`config.mk`:
```
export PLATFORM = sky130hd
export DESIGN_NAME = ptod_decoder
export DESIGN_NICKNAME = d
export VERILOG_FILES = /design/src/logic/ptod_pkg.sv /design/src/logic/ptod_field_unit.sv /design/src/logic/ptod_decoder.sv
export VERILOG_INCLUDE_DIRS = /design/src /design/src/logic
export SDC_FILE = /design/constraint.sdc
export NUM_CORES = 1
export LEC_CHECK = 0
export BUFFER_PORTS_ARGS = -buffer_cell sky130_fd_sc_hd__buf_2
export CORE_MARGIN = 2
export CORE_UTILIZATION = 40
export CTS_BUF_LIST = sky130_fd_sc_hd__clkbuf_2 sky130_fd_sc_hd__clkbuf_4 sky130_fd_sc_hd__clkbuf_8
export CTS_CLUSTER_SIZE = 25
export DETAILED_ROUTE_END_ITERATION = 16
export PLACE_DENSITY_LB_ADDON = 0.12
export REMOVE_ABC_BUFFERS = 1
export SETUP_SLACK_MARGIN = 0.1
export SYNTH_ARGS = -nofsm -noshare
export SYNTH_HDL_FRONTEND = slang
export SYNTH_SLANG_ARGS = --single-unit
```
`constraint.sdc`:
```
create_clock -name clock -period 7.3 [get_ports clock]
set_clock_uncertainty 0.05 [all_clocks]
set_input_delay 1.46 -clock clock [delete_from_list [all_inputs] [get_ports clock]]
set_output_delay 1.46 -clock clock [all_outputs]
set_load 0.01 [all_outputs]
```
`src/logic/ptod_defines.svh`:
```
/*
 * bit positions, codes and reset values for the transfer opcode decoder.
 * assumes a 64-bit instruction word with bit 63 as the most significant bit.
 */
`ifndef PTOD_DEFINES_SVH
`define PTOD_DEFINES_SVH

// data-unit field
`define PTOD_DU_HI 63
`define PTOD_DU_LO 38
`define PTOD_B_SEL44 44
`define PTOD_B_SEL43 43
`define PTOD_IMM5_HI 43
`define PTOD_IMM5_LO 39
`define PTOD_MISC_ZERO_HI 58
`define PTOD_MISC_ZERO_LO 45

// transfer field
`define PTOD_LMODE_HI 38
`define PTOD_LMODE_LO 37
`define PTOD_D_HI 36
`define PTOD_D_LO 34
`define PTOD_COND_HI 35
`define PTOD_COND_LO 32
`define PTOD_LSIZE_HI 32
`define PTOD_LSIZE_LO 31
`define PTOD_LSIGN 30
`define PTOD_CSRC 31
`define PTOD_CGLOB 29
`define PTOD_PROT_HI 28
`define PTOD_PROT_LO 25
`define PTOD_LA_HI 29
`define PTOD_LA_LO 27
`define PTOD_LONG 26
`define PTOD_ITM_HI 25
`define PTOD_ITM_LO 24
`define PTOD_BANK_HI 23
`define PTOD_BANK_LO 20
`define PTOD_LLOAD 19
`define PTOD_SUB_HI 18
`define PTOD_SUB_LO 15
`define PTOD_GLOAD 16
`define PTOD_SRC_HI 14
`define PTOD_SRC_LO 12
`define PTOD_SRCBANK_HI 11
`define PTOD_SRCBANK_LO 8
`define PTOD_FSIGN 11
`define PTOD_FSIZE_HI 10
`define PTOD_FSIZE_LO 9
`define PTOD_FDUP 8
`define PTOD_DST_HI 7
`define PTOD_DST_LO 5
`define PTOD_GSEL 4
`define PTOD_LIM_HI 4
`define PTOD_LIM_LO 0
`define PTOD_LONGOFF_HI 14
`define PTOD_LONGOFF_LO 0

// reset values
`define PTOD_RST_WORD 32'h0000_0000
`define PTOD_RST_REG 7'h00

`endif

```
`src/logic/ptod_pkg.sv`:
```
/*
 * types for the transfer opcode decoder.
 * assumes nothing beyond the defines header.
 */
package ptod_pkg;
    typedef enum logic [1:0] {PTOD_SZ_WORD = 2'b00, PTOD_SZ_BYTE = 2'b01, PTOD_SZ_HALF = 2'b10} ptod_size_e;
    typedef enum logic [2:0] {
        PTOD_DU_SIX = 3'b000, PTOD_DU_IMM5 = 3'b001, PTOD_DU_REG = 3'b010,
        PTOD_DU_IMM32 = 3'b011, PTOD_DU_MISC = 3'b100, PTOD_DU_BAD = 3'b111
    } ptod_du_fmt_e;
    typedef enum logic [3:0] {
        PTOD_XF_NONE = 4'h0, PTOD_XF_DUAL = 4'h1, PTOD_XF_MOVE = 4'h2, PTOD_XF_FMOVE = 4'h3,
        PTOD_XF_LLONG = 4'h4, PTOD_XF_GLONG = 4'h5, PTOD_XF_NOND = 4'h6, PTOD_XF_CMOVE = 4'h7,
        PTOD_XF_CFMOVE = 4'h8, PTOD_XF_CGLOB = 4'h9, PTOD_XF_CNOND = 4'ha
    } ptod_xf_fmt_e;
    typedef enum logic [0:0] {PTOD_ST_RUN = 1'b0, PTOD_ST_LWAIT = 1'b1} ptod_state_e;
endpackage : ptod_pkg

```
`src/logic/ptod_field_unit.sv`:
```
/*
 * sub-word extract, extend and replicate of a 32-bit value.
 * assumes item is already limited to the size in use; purely combinational.
 */
`timescale 1ns/10ps
module ptod_field_unit
    import ptod_pkg::*;
(
    input wire logic [31:0] value,
    input wire logic [1:0] size,
    input wire logic [1:0] item,
    input wire logic sign_ext,
    input wire logic replicate,
    output logic [31:0] result
);
    logic [7:0] byte_v;
    logic [15:0] half_v;

    always_comb begin
        byte_v = value[8*item +: 8];
        half_v = item[0] ? value[31:16] : value[15:0];
        case (size)
            PTOD_SZ_BYTE: begin
                if (replicate) begin
                    result = {4{value[7:0]}};
                end else begin
                    result = {{24{sign_ext & byte_v[7]}}, byte_v};
                end
            end
            PTOD_SZ_HALF: begin
                if (replicate) begin
                    result = {2{value[15:0]}};
                end else begin
                    result = {{16{sign_ext & half_v[15]}}, half_v};
                end
            end
            default: result = value;
        endcase
    end
endmodule : ptod_field_unit

```
`src/logic/ptod_decoder.sv`:
```
/*
 * parallel core opcode decoder: data-unit format decode and execution of transfers.
 * assumes src_data, addr_base and gaddr_base hold the registers named by the word in the same
 * cycle, and cond_true is the evaluated condition of the word's condition field.
 */
// Behaviour
// - one 64-bit word yields a data-unit and a transfer operation
// - bits 63 to 38 decode into five data-unit formats
// - bits 38 to 0 decode into ten transfer formats
// - load reads memory at computed address into register, sized, signed, not gated by the condition
// - store writes source register to computed address at chosen size
// - address arithmetic writes effective address to register, no memory access
// - move copies register, optional global routing and condition gate
// - field extract right-aligns byte or halfword, zero or sign extended
// - field replicate fills 32 bits with low byte or halfword
// - sizes byte, halfword, word; word when none given
// - item picks byte 0 to 3 or halfword 0 or 1
// - sign qualifier chooses zero fill or sign extension
// - 5-bit immediate and register src2 formats keep a transfer field
// - 32-bit immediate format takes low bits and has no transfer
// - conditional formats carry condition, source choice and status protect flags
// - load bit set means load, clear means store or address arithmetic
`timescale 1ns/10ps
`include "ptod_defines.svh"
module ptod_decoder
    import ptod_pkg::*;
(
    input wire logic clock,
    input wire logic rst_n,
    input wire logic instr_valid,
    input wire logic [63:0] instr_word,
    input wire logic [31:0] src_data,
    input wire logic [31:0] addr_base,
    input wire logic [31:0] gaddr_base,
    input wire logic cond_true,
    input wire logic [31:0] mem_rdata,
    input wire logic mem_rvalid,
    output logic instr_ready_r,
    output logic illegal_r,
    output logic du_valid_r,
    output ptod_du_fmt_e du_fmt_r,
    output logic [31:0] du_imm_r,
    output logic [3:0] du_protect_r,
    output logic du_csrc_r,
    output ptod_xf_fmt_e xf_fmt_r,
    output logic rf_we_r,
    output logic [6:0] rf_waddr_r,
    output logic [31:0] rf_wdata_r,
    output logic mem_req_r,
    output logic mem_we_r,
    output logic [1:0] mem_size_r,
    output logic [31:0] mem_addr_r,
    output logic [31:0] mem_wdata_r,
    output logic gmem_req_r,
    output logic gmem_we_r,
    output logic [31:0] gmem_addr_r,
    output logic [6:0] gmem_reg_r,
    output logic global_move_r
);
    ptod_state_e state_r, state_nxt;
    logic instr_ready_nxt, illegal_nxt, du_valid_nxt, du_csrc_nxt, rf_we_nxt, mem_req_nxt, mem_we_nxt;
    logic gmem_req_nxt, gmem_we_nxt, global_move_nxt, ld_sign_r, ld_sign_nxt;
    ptod_du_fmt_e du_fmt_nxt;
    ptod_xf_fmt_e xf_fmt_nxt;
    logic [31:0] du_imm_nxt, rf_wdata_nxt, mem_addr_nxt, mem_wdata_nxt, gmem_addr_nxt;
    logic [3:0] du_protect_nxt;
    logic [6:0] rf_waddr_nxt, gmem_reg_nxt, ld_dst_r, ld_dst_nxt, dst_code, d_code, gsrc_code;
    logic [1:0] mem_size_nxt, ld_size_r, ld_size_nxt;
    ptod_du_fmt_e du_fmt;
    ptod_xf_fmt_e xf_fmt;
    logic acc, is_load, is_aa, gate, fu_sign, fu_rep;
    logic [1:0] fu_size, fu_item, lsize;
    logic [31:0] fu_val, fu_res, ea, lim_ofs;
    logic [3:0] sub;

    function automatic ptod_du_fmt_e du_decode(input logic [63:0] w);
        if (w[63:62] == 2'b00 || w[63:61] == 3'b010) begin
            du_decode = PTOD_DU_BAD;
        end else if (w[63:61] == 3'b011) begin
            du_decode = PTOD_DU_SIX;
        end else if (w[63:59] == 5'h11 && w[`PTOD_MISC_ZERO_HI:`PTOD_MISC_ZERO_LO] == 14'h0000) begin
            du_decode = PTOD_DU_MISC;
        end else if (!w[`PTOD_B_SEL44]) begin
            du_decode = PTOD_DU_IMM5;
        end else if (!w[`PTOD_B_SEL43]) begin
            du_decode = PTOD_DU_REG;
        end else begin
            du_decode = PTOD_DU_IMM32;
        end
    endfunction : du_decode

    function automatic logic [1:0] size_of(input logic [1:0] f);
        // word unless byte or half named
        size_of = (f == PTOD_SZ_BYTE || f == PTOD_SZ_HALF) ? f : PTOD_SZ_WORD;
    endfunction : size_of

    function automatic logic [31:0] sext15(input logic [14:0] v);
        sext15 = {{17{v[14]}}, v};
    endfunction : sext15

    ptod_field_unit u_field (
        .value(fu_val),
        .size(fu_size),
        .item(fu_item),
        .sign_ext(fu_sign),
        .replicate(fu_rep),
        .result(fu_res)
    );

    always_comb begin
        du_fmt = du_decode(instr_word);
        sub = instr_word[`PTOD_SUB_HI:`PTOD_SUB_LO];
        dst_code = {instr_word[`PTOD_BANK_HI:`PTOD_BANK_LO], instr_word[`PTOD_DST_HI:`PTOD_DST_LO]};
        d_code = {instr_word[`PTOD_BANK_HI:`PTOD_BANK_LO], instr_word[`PTOD_D_HI:`PTOD_D_LO]};
        gsrc_code = {instr_word[`PTOD_BANK_HI:`PTOD_BANK_LO], instr_word[`PTOD_SRC_HI:`PTOD_SRC_LO]};
        lim_ofs = {{27{instr_word[`PTOD_LIM_HI]}}, instr_word[`PTOD_LIM_HI:`PTOD_LIM_LO]};
        if (du_fmt == PTOD_DU_IMM32 || du_fmt == PTOD_DU_BAD) begin
            xf_fmt = PTOD_XF_NONE;
        end else if (instr_word[`PTOD_LMODE_HI:`PTOD_LMODE_LO] == 2'b00) begin
            if (instr_word[`PTOD_GSEL]) begin
                xf_fmt = PTOD_XF_CGLOB;
            end else if (sub == 4'h0) begin
                xf_fmt = PTOD_XF_CMOVE;
            end else if (sub == 4'h1) begin
                xf_fmt = PTOD_XF_CFMOVE;
            end else if (sub[3:1] == 3'b001) begin
                xf_fmt = PTOD_XF_CNOND;
            end else begin
                xf_fmt = PTOD_XF_GLONG;
            end
        end else if (instr_word[`PTOD_LONG]) begin
            xf_fmt = PTOD_XF_LLONG;
        end else if (sub == 4'h0) begin
            xf_fmt = PTOD_XF_MOVE;
        end else if (sub == 4'h1) begin
            xf_fmt = PTOD_XF_FMOVE;
        end else if (sub[3:1] == 3'b001) begin
            xf_fmt = PTOD_XF_NOND;
        end else begin
            xf_fmt = PTOD_XF_DUAL;
        end
        acc = instr_valid && instr_ready_r;
        gate = (xf_fmt >= PTOD_XF_CMOVE) ? cond_true : 1'b1;
        is_load = instr_word[`PTOD_LLOAD];
        is_aa = !is_load && instr_word[`PTOD_LSIGN];
        lsize = size_of(instr_word[`PTOD_LSIZE_HI:`PTOD_LSIZE_LO]);
        ea = addr_base + ((xf_fmt == PTOD_XF_LLONG) ? sext15(instr_word[`PTOD_LONGOFF_HI:`PTOD_LONGOFF_LO])
                                                    : lim_ofs);
        fu_val = (state_r == PTOD_ST_LWAIT) ? mem_rdata : src_data;
        fu_size = (state_r == PTOD_ST_LWAIT) ? ld_size_r : size_of(instr_word[`PTOD_FSIZE_HI:`PTOD_FSIZE_LO]);
        // item from format or low bits of d field
        fu_item = (xf_fmt == PTOD_XF_CFMOVE) ? instr_word[`PTOD_ITM_HI:`PTOD_ITM_LO] : instr_word[35:34];
        if (fu_size == PTOD_SZ_HALF) begin
            fu_item = {1'b0, fu_item[0]};
        end
        if (state_r == PTOD_ST_LWAIT || fu_size == PTOD_SZ_WORD) begin
            fu_item = 2'b00;
        end
        fu_sign = (state_r == PTOD_ST_LWAIT) ? ld_sign_r : instr_word[`PTOD_FSIGN];
        fu_rep = (state_r == PTOD_ST_RUN) && instr_word[`PTOD_FDUP];

        state_nxt = state_r;
        instr_ready_nxt = instr_ready_r;
        illegal_nxt = 1'b0;
        du_valid_nxt = 1'b0;
        du_fmt_nxt = du_fmt_r;
        du_imm_nxt = du_imm_r;
        du_protect_nxt = du_protect_r;
        du_csrc_nxt = du_csrc_r;
        xf_fmt_nxt = xf_fmt_r;
        rf_we_nxt = 1'b0;
        rf_waddr_nxt = rf_waddr_r;
        rf_wdata_nxt = rf_wdata_r;
        mem_req_nxt = 1'b0;
        mem_we_nxt = 1'b0;
        mem_size_nxt = mem_size_r;
        mem_addr_nxt = mem_addr_r;
        mem_wdata_nxt = mem_wdata_r;
        gmem_req_nxt = 1'b0;
        gmem_we_nxt = 1'b0;
        gmem_addr_nxt = gmem_addr_r;
        gmem_reg_nxt = gmem_reg_r;
        global_move_nxt = 1'b0;
        ld_dst_nxt = ld_dst_r;
        ld_size_nxt = ld_size_r;
        ld_sign_nxt = ld_sign_r;
        case (state_r)
            PTOD_ST_RUN: begin
                if (acc && du_fmt == PTOD_DU_BAD) begin
                    illegal_nxt = 1'b1;
                end else if (acc) begin
                    du_valid_nxt = 1'b1;
                    du_fmt_nxt = du_fmt;
                    xf_fmt_nxt = xf_fmt;
                    du_imm_nxt = (du_fmt == PTOD_DU_IMM32) ? instr_word[31:0]
                                                            : {27'h0, instr_word[`PTOD_IMM5_HI:`PTOD_IMM5_LO]};
                    du_protect_nxt = (xf_fmt >= PTOD_XF_CMOVE) ? instr_word[`PTOD_PROT_HI:`PTOD_PROT_LO] : 4'h0;
                    du_csrc_nxt = (xf_fmt >= PTOD_XF_CMOVE) && instr_word[`PTOD_CSRC];
                    case (xf_fmt)
                        PTOD_XF_MOVE, PTOD_XF_FMOVE, PTOD_XF_CMOVE, PTOD_XF_CFMOVE: begin
                            rf_we_nxt = gate;
                            rf_waddr_nxt = dst_code;
                            rf_wdata_nxt = (xf_fmt == PTOD_XF_MOVE || xf_fmt == PTOD_XF_CMOVE) ? src_data : fu_res;
                            global_move_nxt = gate && (xf_fmt == PTOD_XF_CMOVE) && instr_word[`PTOD_CGLOB];
                        end
                        PTOD_XF_DUAL, PTOD_XF_LLONG: begin
                            if (is_aa) begin
                                rf_we_nxt = 1'b1;
                                rf_waddr_nxt = d_code;
                                rf_wdata_nxt = ea;
                            end else begin
                                mem_req_nxt = 1'b1;
                                mem_we_nxt = !is_load;
                                mem_size_nxt = lsize;
                                mem_addr_nxt = ea;
                                mem_wdata_nxt = src_data;
                                ld_dst_nxt = d_code;
                                ld_size_nxt = lsize;
                                ld_sign_nxt = instr_word[`PTOD_LSIGN];
                                if (is_load) begin
                                    state_nxt = PTOD_ST_LWAIT;
                                    instr_ready_nxt = 1'b0;
                                end
                            end
                            // global half issued in the same cycle
                            if (xf_fmt == PTOD_XF_DUAL) begin
                                gmem_req_nxt = 1'b1;
                                gmem_we_nxt = !instr_word[`PTOD_GLOAD];
                                gmem_addr_nxt = gaddr_base + lim_ofs;
                                gmem_reg_nxt = {4'h0, instr_word[`PTOD_SRC_HI:`PTOD_SRC_LO]};
                            end
                        end
                        PTOD_XF_GLONG, PTOD_XF_CGLOB: begin
                            gmem_req_nxt = gate;
                            gmem_we_nxt = !is_load;
                            gmem_addr_nxt = gaddr_base + sext15(instr_word[`PTOD_LONGOFF_HI:`PTOD_LONGOFF_LO]);
                            gmem_reg_nxt = gsrc_code;
                        end
                        default: begin
                        end
                    endcase
                end
            end
            PTOD_ST_LWAIT: begin
                if (mem_rvalid) begin
                    rf_we_nxt = 1'b1;
                    rf_waddr_nxt = ld_dst_r;
                    rf_wdata_nxt = fu_res;
                    state_nxt = PTOD_ST_RUN;
                    instr_ready_nxt = 1'b1;
                end
            end
            default: state_nxt = PTOD_ST_RUN;
        endcase
    end

    always_ff @(posedge clock or negedge rst_n) begin
        if (!rst_n) begin
            state_r <= PTOD_ST_RUN;
            instr_ready_r <= 1'b1;
            illegal_r <= 1'b0;
            du_valid_r <= 1'b0;
            du_fmt_r <= PTOD_DU_SIX;
            du_imm_r <= `PTOD_RST_WORD;
            du_protect_r <= 4'h0;
            du_csrc_r <= 1'b0;
            xf_fmt_r <= PTOD_XF_NONE;
            rf_we_r <= 1'b0;
            rf_waddr_r <= `PTOD_RST_REG;
            rf_wdata_r <= `PTOD_RST_WORD;
            mem_req_r <= 1'b0;
            mem_we_r <= 1'b0;
            mem_size_r <= PTOD_SZ_WORD;
            mem_addr_r <= `PTOD_RST_WORD;
            mem_wdata_r <= `PTOD_RST_WORD;
            gmem_req_r <= 1'b0;
            gmem_we_r <= 1'b0;
            gmem_addr_r <= `PTOD_RST_WORD;
            gmem_reg_r <= `PTOD_RST_REG;
            global_move_r <= 1'b0;
            ld_dst_r <= `PTOD_RST_REG;
            ld_size_r <= PTOD_SZ_WORD;
            ld_sign_r <= 1'b0;
        end else begin
            state_r <= state_nxt;
            instr_ready_r <= instr_ready_nxt;
            illegal_r <= illegal_nxt;
            du_valid_r <= du_valid_nxt;
            du_fmt_r <= du_fmt_nxt;
            du_imm_r <= du_imm_nxt;
            du_protect_r <= du_protect_nxt;
            du_csrc_r <= du_csrc_nxt;
            xf_fmt_r <= xf_fmt_nxt;
            rf_we_r <= rf_we_nxt;
            rf_waddr_r <= rf_waddr_nxt;
            rf_wdata_r <= rf_wdata_nxt;
            mem_req_r <= mem_req_nxt;
            mem_we_r <= mem_we_nxt;
            mem_size_r <= mem_size_nxt;
            mem_addr_r <= mem_addr_nxt;
            mem_wdata_r <= mem_wdata_nxt;
            gmem_req_r <= gmem_req_nxt;
            gmem_we_r <= gmem_we_nxt;
            gmem_addr_r <= gmem_addr_nxt;
            gmem_reg_r <= gmem_reg_nxt;
            global_move_r <= global_move_nxt;
            ld_dst_r <= ld_dst_nxt;
            ld_size_r <= ld_size_nxt;
            ld_sign_r <= ld_sign_nxt;
        end
    end
endmodule : ptod_decoder

```
# ---- After elaboration in Yosys (flattened, before gate mapping)
# Index checks and enable logic that the tools add are counted.
dict set report classes {
  div_mod_pow 0
  n_mux 97
  n_eq_ne 30
  bitwise_logic 5
  n_shift 1
  n_mul 0
  reduce_logical 30
  n_lt_le_gt_ge 1
  addsub 3
}
# op count
set ops {}
lappend ops {{$mux W32} 11}
lappend ops {{$pmux W32 S2} 4}
lappend ops {{$add A32 B32 Y32} 3}
lappend ops {{$mux W1} 46}
lappend ops {{$pmux W7 S2} 3}
lappend ops {{$mux W7} 5}
lappend ops {{$shiftx A32 B6 Y8} 1}
lappend ops {{$mux W4} 7}
lappend ops {{$mux W3} 7}
lappend ops {{$mux W16} 1}
lappend ops {{$reduce_and A5 Y1} 3}
lappend ops {{$logic_not A14 Y1} 1}
lappend ops {{$mux W2} 7}
lappend ops {{$eq A4 B3 Y1 const B} 3}
lappend ops {{$ne A2 B2 Y1 const B} 6}
lappend ops {{$pmux W1 S2} 6}
lappend ops {{$eq A3 B2 Y1 const B} 3}
lappend ops {{$eq A4 B1 Y1 const B} 2}
lappend ops {{$eq A4 B2 Y1 const B} 2}
lappend ops {{$eq A4 B4 Y1 const B} 2}
lappend ops {{$logic_and A1 B1 Y1} 8}
lappend ops {{$eq A2 B1 Y1 const B} 3}
lappend ops {{$eq A2 B2 Y1 const B} 3}
lappend ops {{$logic_not A2 Y1} 3}
lappend ops {{17 further kinds} 27}
dict set report word_totals {
  romBits 0
  register_bits 206
  out_inout_bits 197
  inputBits 197
  ramBits 0
  mem_count 0
  latchBits 0
  word_cells 191
}

# ---- Depth between registers and ports, before layout
dict set report depth {
  ltp_word 21
  depth_mapped 22
  mapped_depth_nobuf 18
}

# ---- By module
# From an unflattened synthesis, not the netlist that was laid out.
dict set report unflattened {
  hier_cells 1543
  area_unflattened_um2 13467.9
}
# mod cells_each area_each_um2 n_inst seq_area_each_um2
set by_module_without_submodules {}
lappend by_module_without_submodules {ptod_decoder 1374 12280.5 1 5156.2}
lappend by_module_without_submodules {ptod_field_unit 169 1187.4 1 0.0}

# ---- Worst setup path before layout
# OpenSTA, ideal clock, no wires.
dict set report synth_path {
  path_kind {input port to flip-flop}
  from {in instr_word[53]}
  to {reg gmem_addr_r[31]}
  n_path_buf 1
  t_arrival_ns 5.572
  cell_stages 18
  t_required_ns 7.116
  slack_ns 1.544
  setup_ns 0.134
  cell_sequence {nor4_1 nand3_1 o2111ai_1 nand2_1 nor3_1 nor2b_1 clkbuf_1 a21o_1 ha_1 nand2_1 or3_1 or2_2 o21ai_0 a31oi_1 o2111ai_1 a31oi_1 xnor2_1 o21ai_0}
}
dict set report synth_between {
  elab_chain_cells 12
  elab_cells_between_ends 21
  cone_classes {7 x eq/ne; 5 x mux; 1 x bitwise; 8 x reduce/logical}
}
# element line
set synth_rtl {}
lappend synth_rtl {{from (decl)} ptod_decoder.sv:31} ;# input wire logic [63:0] instr_word,
lappend synth_rtl {{$logic_not A14 Y1 (*)} ptod_decoder.sv:81} ;# end else if (w[63:59] == 5'h11 && w[`PTOD_MISC_ZERO_HI:`PTOD_MISC_ZERO_LO] == 14'h0000) begin
lappend synth_rtl {{$logic_and A1 B1 Y1 (*)} ptod_decoder.sv:81}
lappend synth_rtl {{$mux W3 (*)} ptod_decoder.sv:81}
lappend synth_rtl {{$mux W3 (*)} ptod_decoder.sv:79} ;# end else if (w[63:61] == 3'b011) begin
lappend synth_rtl {{$mux W3 (*)} ptod_decoder.sv:77} ;# if (w[63:62] == 2'b00 || w[63:61] == 3'b010) begin
lappend synth_rtl {{$eq A3 B2 Y1 or $eq A3 B3 Y1 (tied branches)} {ptod_decoder.sv:117, ptod_decoder.sv:189}}
lappend synth_rtl {{$logic_or A1 B1 Y1} ptod_decoder.sv:117} ;# if (du_fmt == PTOD_DU_IMM32 || du_fmt == PTOD_DU_BAD) begin
lappend synth_rtl {{$mux W4} ptod_decoder.sv:117}
lappend synth_rtl {{$eq A4 B3 Y1 (tied with other cells)} ptod_decoder.sv:199} ;# case (xf_fmt)
lappend synth_rtl {{$reduce_or A2 Y1} ptod_decoder.sv:199}
lappend synth_rtl {{$ne A2 B2 Y1 (no line) or $reduce_bool A2 Y1 (tied branches)} -}
lappend synth_rtl {{$reduce_and A5 Y1 (no line)} -}
lappend synth_rtl {{to (signal assigned)} ptod_decoder.sv:278} ;# gmem_addr_r <= `PTOD_RST_WORD;
lappend synth_rtl {{to (signal assigned)} ptod_decoder.sv:304} ;# gmem_addr_r <= gmem_addr_nxt;
lappend synth_rtl {{to (decl)} ptod_decoder.sv:56} ;# output logic [31:0] gmem_addr_r,
# Mark *: on every way between the ends. The rest lies on a longest branch, timed or not.
# A chain may end at the register's enable or synchronous reset.

# ---- Worst setup path in the final report
dict set report layout_path {
  from {in instr_word[63]}
  to {reg gmem_addr_r[29]}
}
dict set report layout_between {
  elab_chain_cells 12
  elab_cells_between_ends 25
  cone_classes {10 x eq/ne; 5 x mux; 1 x bitwise; 9 x reduce/logical}
}
# element line
set layout_rtl {}
lappend layout_rtl {{$eq A5 B5 Y1} ptod_decoder.sv:81}
lappend layout_rtl {{$logic_and A1 B1 Y1} ptod_decoder.sv:81}
lappend layout_rtl {{$mux W3} ptod_decoder.sv:81}
lappend layout_rtl {{$mux W3} ptod_decoder.sv:79}
lappend layout_rtl {{$mux W3 (*)} ptod_decoder.sv:77}
lappend layout_rtl {{$eq A3 B2 Y1 or $eq A3 B3 Y1 (tied branches)} {ptod_decoder.sv:117, ptod_decoder.sv:189}}
lappend layout_rtl {{$logic_or A1 B1 Y1} ptod_decoder.sv:117}
lappend layout_rtl {{$mux W4} ptod_decoder.sv:117}
lappend layout_rtl {{$eq A4 B3 Y1 (tied with other cells)} ptod_decoder.sv:199}
lappend layout_rtl {{$reduce_or A2 Y1} ptod_decoder.sv:199}
lappend layout_rtl {{$ne A2 B2 Y1 (no line) or $reduce_bool A2 Y1 (tied branches)} -}
lappend layout_rtl {{$reduce_and A5 Y1 (no line)} -}
# Marked as above.

==> reports/results.ini <==
[synth]
synth_seq_area_share_pct=38.65
ys_ff_latch=206
synth_area_per_cell_um2=8.877
synth-edff-count=0
synth_cells=1503
async_reset_ff_share_pct=100.0
synth_area_um2=13340
ys_warn_count=0
ys.flop_type=dfrtp_1
synth.distinct_cells=77

[drt]
drc=0
ant_nets=0
vias_per_cell=5.608
drt-met1-wl_um=20990
wl_met2_um=22490
route.detailed.wl_per_inst_um=21.07
wl_um=49630
routed-via-count=13206
drt_first_pass_iters=6
drtIter0Drc=1011
wl_met3_um=4440
top_layer=met5

[clocking]
cts_resized=0
cts_buffer_depth=3
clkLatencyLatePin_ps=570
numCtsBuffers=40
clk_pin_slew_ps=60
cts_setup_buffers=0
cts-root-buf=clkbuf_8
h-tree-depth=2
postCtsHoldBufs=0
cts_tree=built
cts_sinks=206

[placed_design]
numPortBuffers=392
place_congestion=0.9484
dp_cells=2272
place_hpwl_um=36870
place_area_um2=15720

[critical_path]
cp.required_ps=7650
path_max_fanout=18
cpPeakStageDelay_ps=480
cp_cell_sequence=buf_2 > nor4b_2 > nand3_1 > o2111ai_2 > nand2_1 > nor3_2 > nor2b_1 > a21o_1 > ha_1 > nand2_1 > or3_1 > or2_2 > o21ai_0 > a31oi_1 > o2111ai_1 > a21oi_1 > xor2_1 > o21ai_0
worstSetupEndpointType=flip-flop
path_class=primary input to flip-flop
cpMaxStageDelayCell=a21o_1
critPathArrivalTime_ps=6260
startpoint_type=primary input

[power_and_ir_drop]
pwr-share-comb_pct=39.5
intPower_mw=3.245
power.share.clock_pct=25.1
swShare_pct=37.78
p_per_area_nw_per_um2=313.3
p_sw_mw=1.971
ir_worst_vdd_mv=0.1564
p_seq_share_pct=35.4
power_leakage_nw=8.060

[die]
num_rows=66
initial_core_util_pct=40.80
die_w_um=186.6
die-area_um2=34830
core_um2=32700
ios=394
die_height_um=186.6

[cells_and_area]
final_area_um2=16650
fin_nets=2136
drive_gt1_share_pct=31.60
fin_cells=2355
syn_to_final_growth_pct=24.80
utilization_pct=50.91

[global_route]
grt_use_total_pct=27.88
antenna_found_initial=15
grt_pass1_wl_um=76450
grt_max_degree=105
grt_pass1_vias=12955
grt_overflow=0

[sta]
setup_violations=0
finalHoldViolCount=0
slew_headroom_pct=30.70
worst_slew_pin_slew_ps=1037
fin_crit_ps=5906
fmax_mhz=169.3
final.setup.tns_ps=0
rsz0062_at_grt=no
finalCritPeriodShare_pct=80.90
drv_slew=0

[outcome]
status=completed

[job]
drv_cap=0

[worst_hold_path]
min_path_type=flip-flop to flip-flop

power by group through the flow:
stage | Sequential [mW] | Clock (mW) | Combinational (mW)
6_report | 1.85 | 1.31 | 2.06
5_1_grt | 1.91 | 1.39 | 2.27
4_1_cts | 1.85 | 1.34 | 2.07
3_5_place_dp | 1.86 | 0 | 2.07
3_3_place_gp | 1.85 | 0 | 2.04
2_1_floorplan | 2.08 | 0 | 0.915
cells in the final DEF, fill, tap and decap left out, types with 7 or more instances in the layout:
cell type  count
dfrtp_1      204
inv_1         20
nor4_1         7
a21oi_1       98
o22ai_1        8
buf_4         20
nand2_1      229
a41o_1        10
a221oi_1      12
diode_2       11
and3_1         9
a211oi_1      11
mux2i_1       18
o21a_1        18
xor2_1        19
clkbuf_4       8
ha_1          65
buf_2        391
or2_2          8
xnor2_1       35
o21ai_1        7
o21ai_0      190
a31oi_1       19
nand3_1       19
clkbuf_8      53
or3_1          8
a22oi_1       10
a221o_1        8
and2_1         7
nand2b_1      19
nor2_1        90
a21o_1        41
o211ai_1      13
o31ai_1        9
nor2b_1       13
mux2_2        85
nor3_1        15
sequential cells by signal (all words and copies together) (netlist names):
name,flops
du_csrc_r,1
du_fmt_r,3
du_imm_r,32
du_protect_r,4
du_valid_r,1
global_move_r,1
gmem_addr_r,32
gmem_reg_r,7
gmem_req_r,1
gmem_we_r,1
illegal_r,1
instr_ready_r,1
ld_dst_r,7
ld_sign_r,1
ld_size_r,2
mem_addr_r,32
mem_req_r,1
mem_wdata_r,32
mem_we_r,1
rf_waddr_r,7
rf_wdata_r,32
rf_we_r,1
state_r,1
xf_fmt_r,4
final cells by class:
type,count,area (um^2)
sequential,206,5157
timing repair buffer,412,2122
tap,442,553.0
fill,3222,16050
antenna,11,27.53
multi-input combinational,1189,7796
inverter,23,86.33
clock buffer,61,789.5
clock inverter,11,117.6
cells in the mapped netlist, types with 9 or more instances:
master / number / share of area, %
a211oi_1: 11 / 0.62
a21o_1: 41 / 2.3
a21oi_1: 98 / 3.7
a221oi_1: 12 / 0.79
a22oi_1: 10 / 0.56
a31oi_1: 19 / 0.89
a41o_1: 10 / 0.75
and3_1: 9 / 0.42
clkbuf_1: 72 / 2.0
dfrtp_1: 205 / 38
ha_1: 65 / 6.1
inv_1: 20 / 0.56
mux2_2: 85 / 7.2
mux2i_1: 18 / 1.4
nand2_1: 229 / 6.4
nand2b_1: 19 / 0.89
nand3_1: 20 / 0.75
nor2_1: 90 / 2.5
nor2b_1: 13 / 0.61
nor3_1: 16 / 0.60
o211ai_1: 13 / 0.73
o21a_1: 18 / 1.0
o21ai_0: 190 / 7.1
o31ai_1: 9 / 0.51
or3_1: 9 / 0.42
xnor2_1: 35 / 2.3
xor2_1: 19 / 1.2
worst max-delay path: cells and delay by family:
| kind | cells | cell delay, ps |
|---|---|---|
| AOI/OAI and AO/OA | 7 | 1870 |
| xor gates and xnor gates | 1 | 160 |
| adders and majority gates | 1 | 470 |
| and+or+nand+nor | 8 | 2100 |
| buffers and inverters | 1 | 180 |
cell families after synthesis:
logic type,after synthesis,synth area share (%)
buf+inv,108,3.151
mux,105,8.750
xor+xnor,54,3.545
flops,206,38.65
fa+ha+maj,67,6.396
simple gates,444,14.77
compound gates,519,24.74
path summary, 6_finish.rpt:
check	from	end	slack [ps]	cells past startpoint
worst min register to register	du_fmt_r[0]	du_fmt_r[0]	420	2
worst max-delay path	instr_word[63]	gmem_addr_r[29]	1390	18
max in group asynchronous	rst_n	state_r	4840	2
worst max register to register	state_r	rf_wdata_r[20]	2350	12
worst min-delay path	du_fmt_r[0]	du_fmt_r[0]	420	2
min in group asynchronous	rst_n	mem_wdata_r[4]	910	1
layer usage:
metal  global-route usage (%)  up-vias
met1                    36.79     6252
li1                         -     6252
met3                    7.260      111
met5                        0        -
met2                    44.45      583
met4                    9.432        8
metrics by stage:
stage | setup WS [ps] | hold WS, ps | power [mW]
2_1_floorplan | 84.93 | 420.7 | 2.991
3_3_place_gp | 937.4 | 403.2 | 3.891
3_5_place_dp | 817.6 | 408.7 | 3.927
4_1_cts | 1395 | 421.6 | 5.263
5_1_grt | 882.6 | 439.3 | 5.559
6_report | 1394 | 421.2 | 5.216
(Power assumes the default switching activity.)
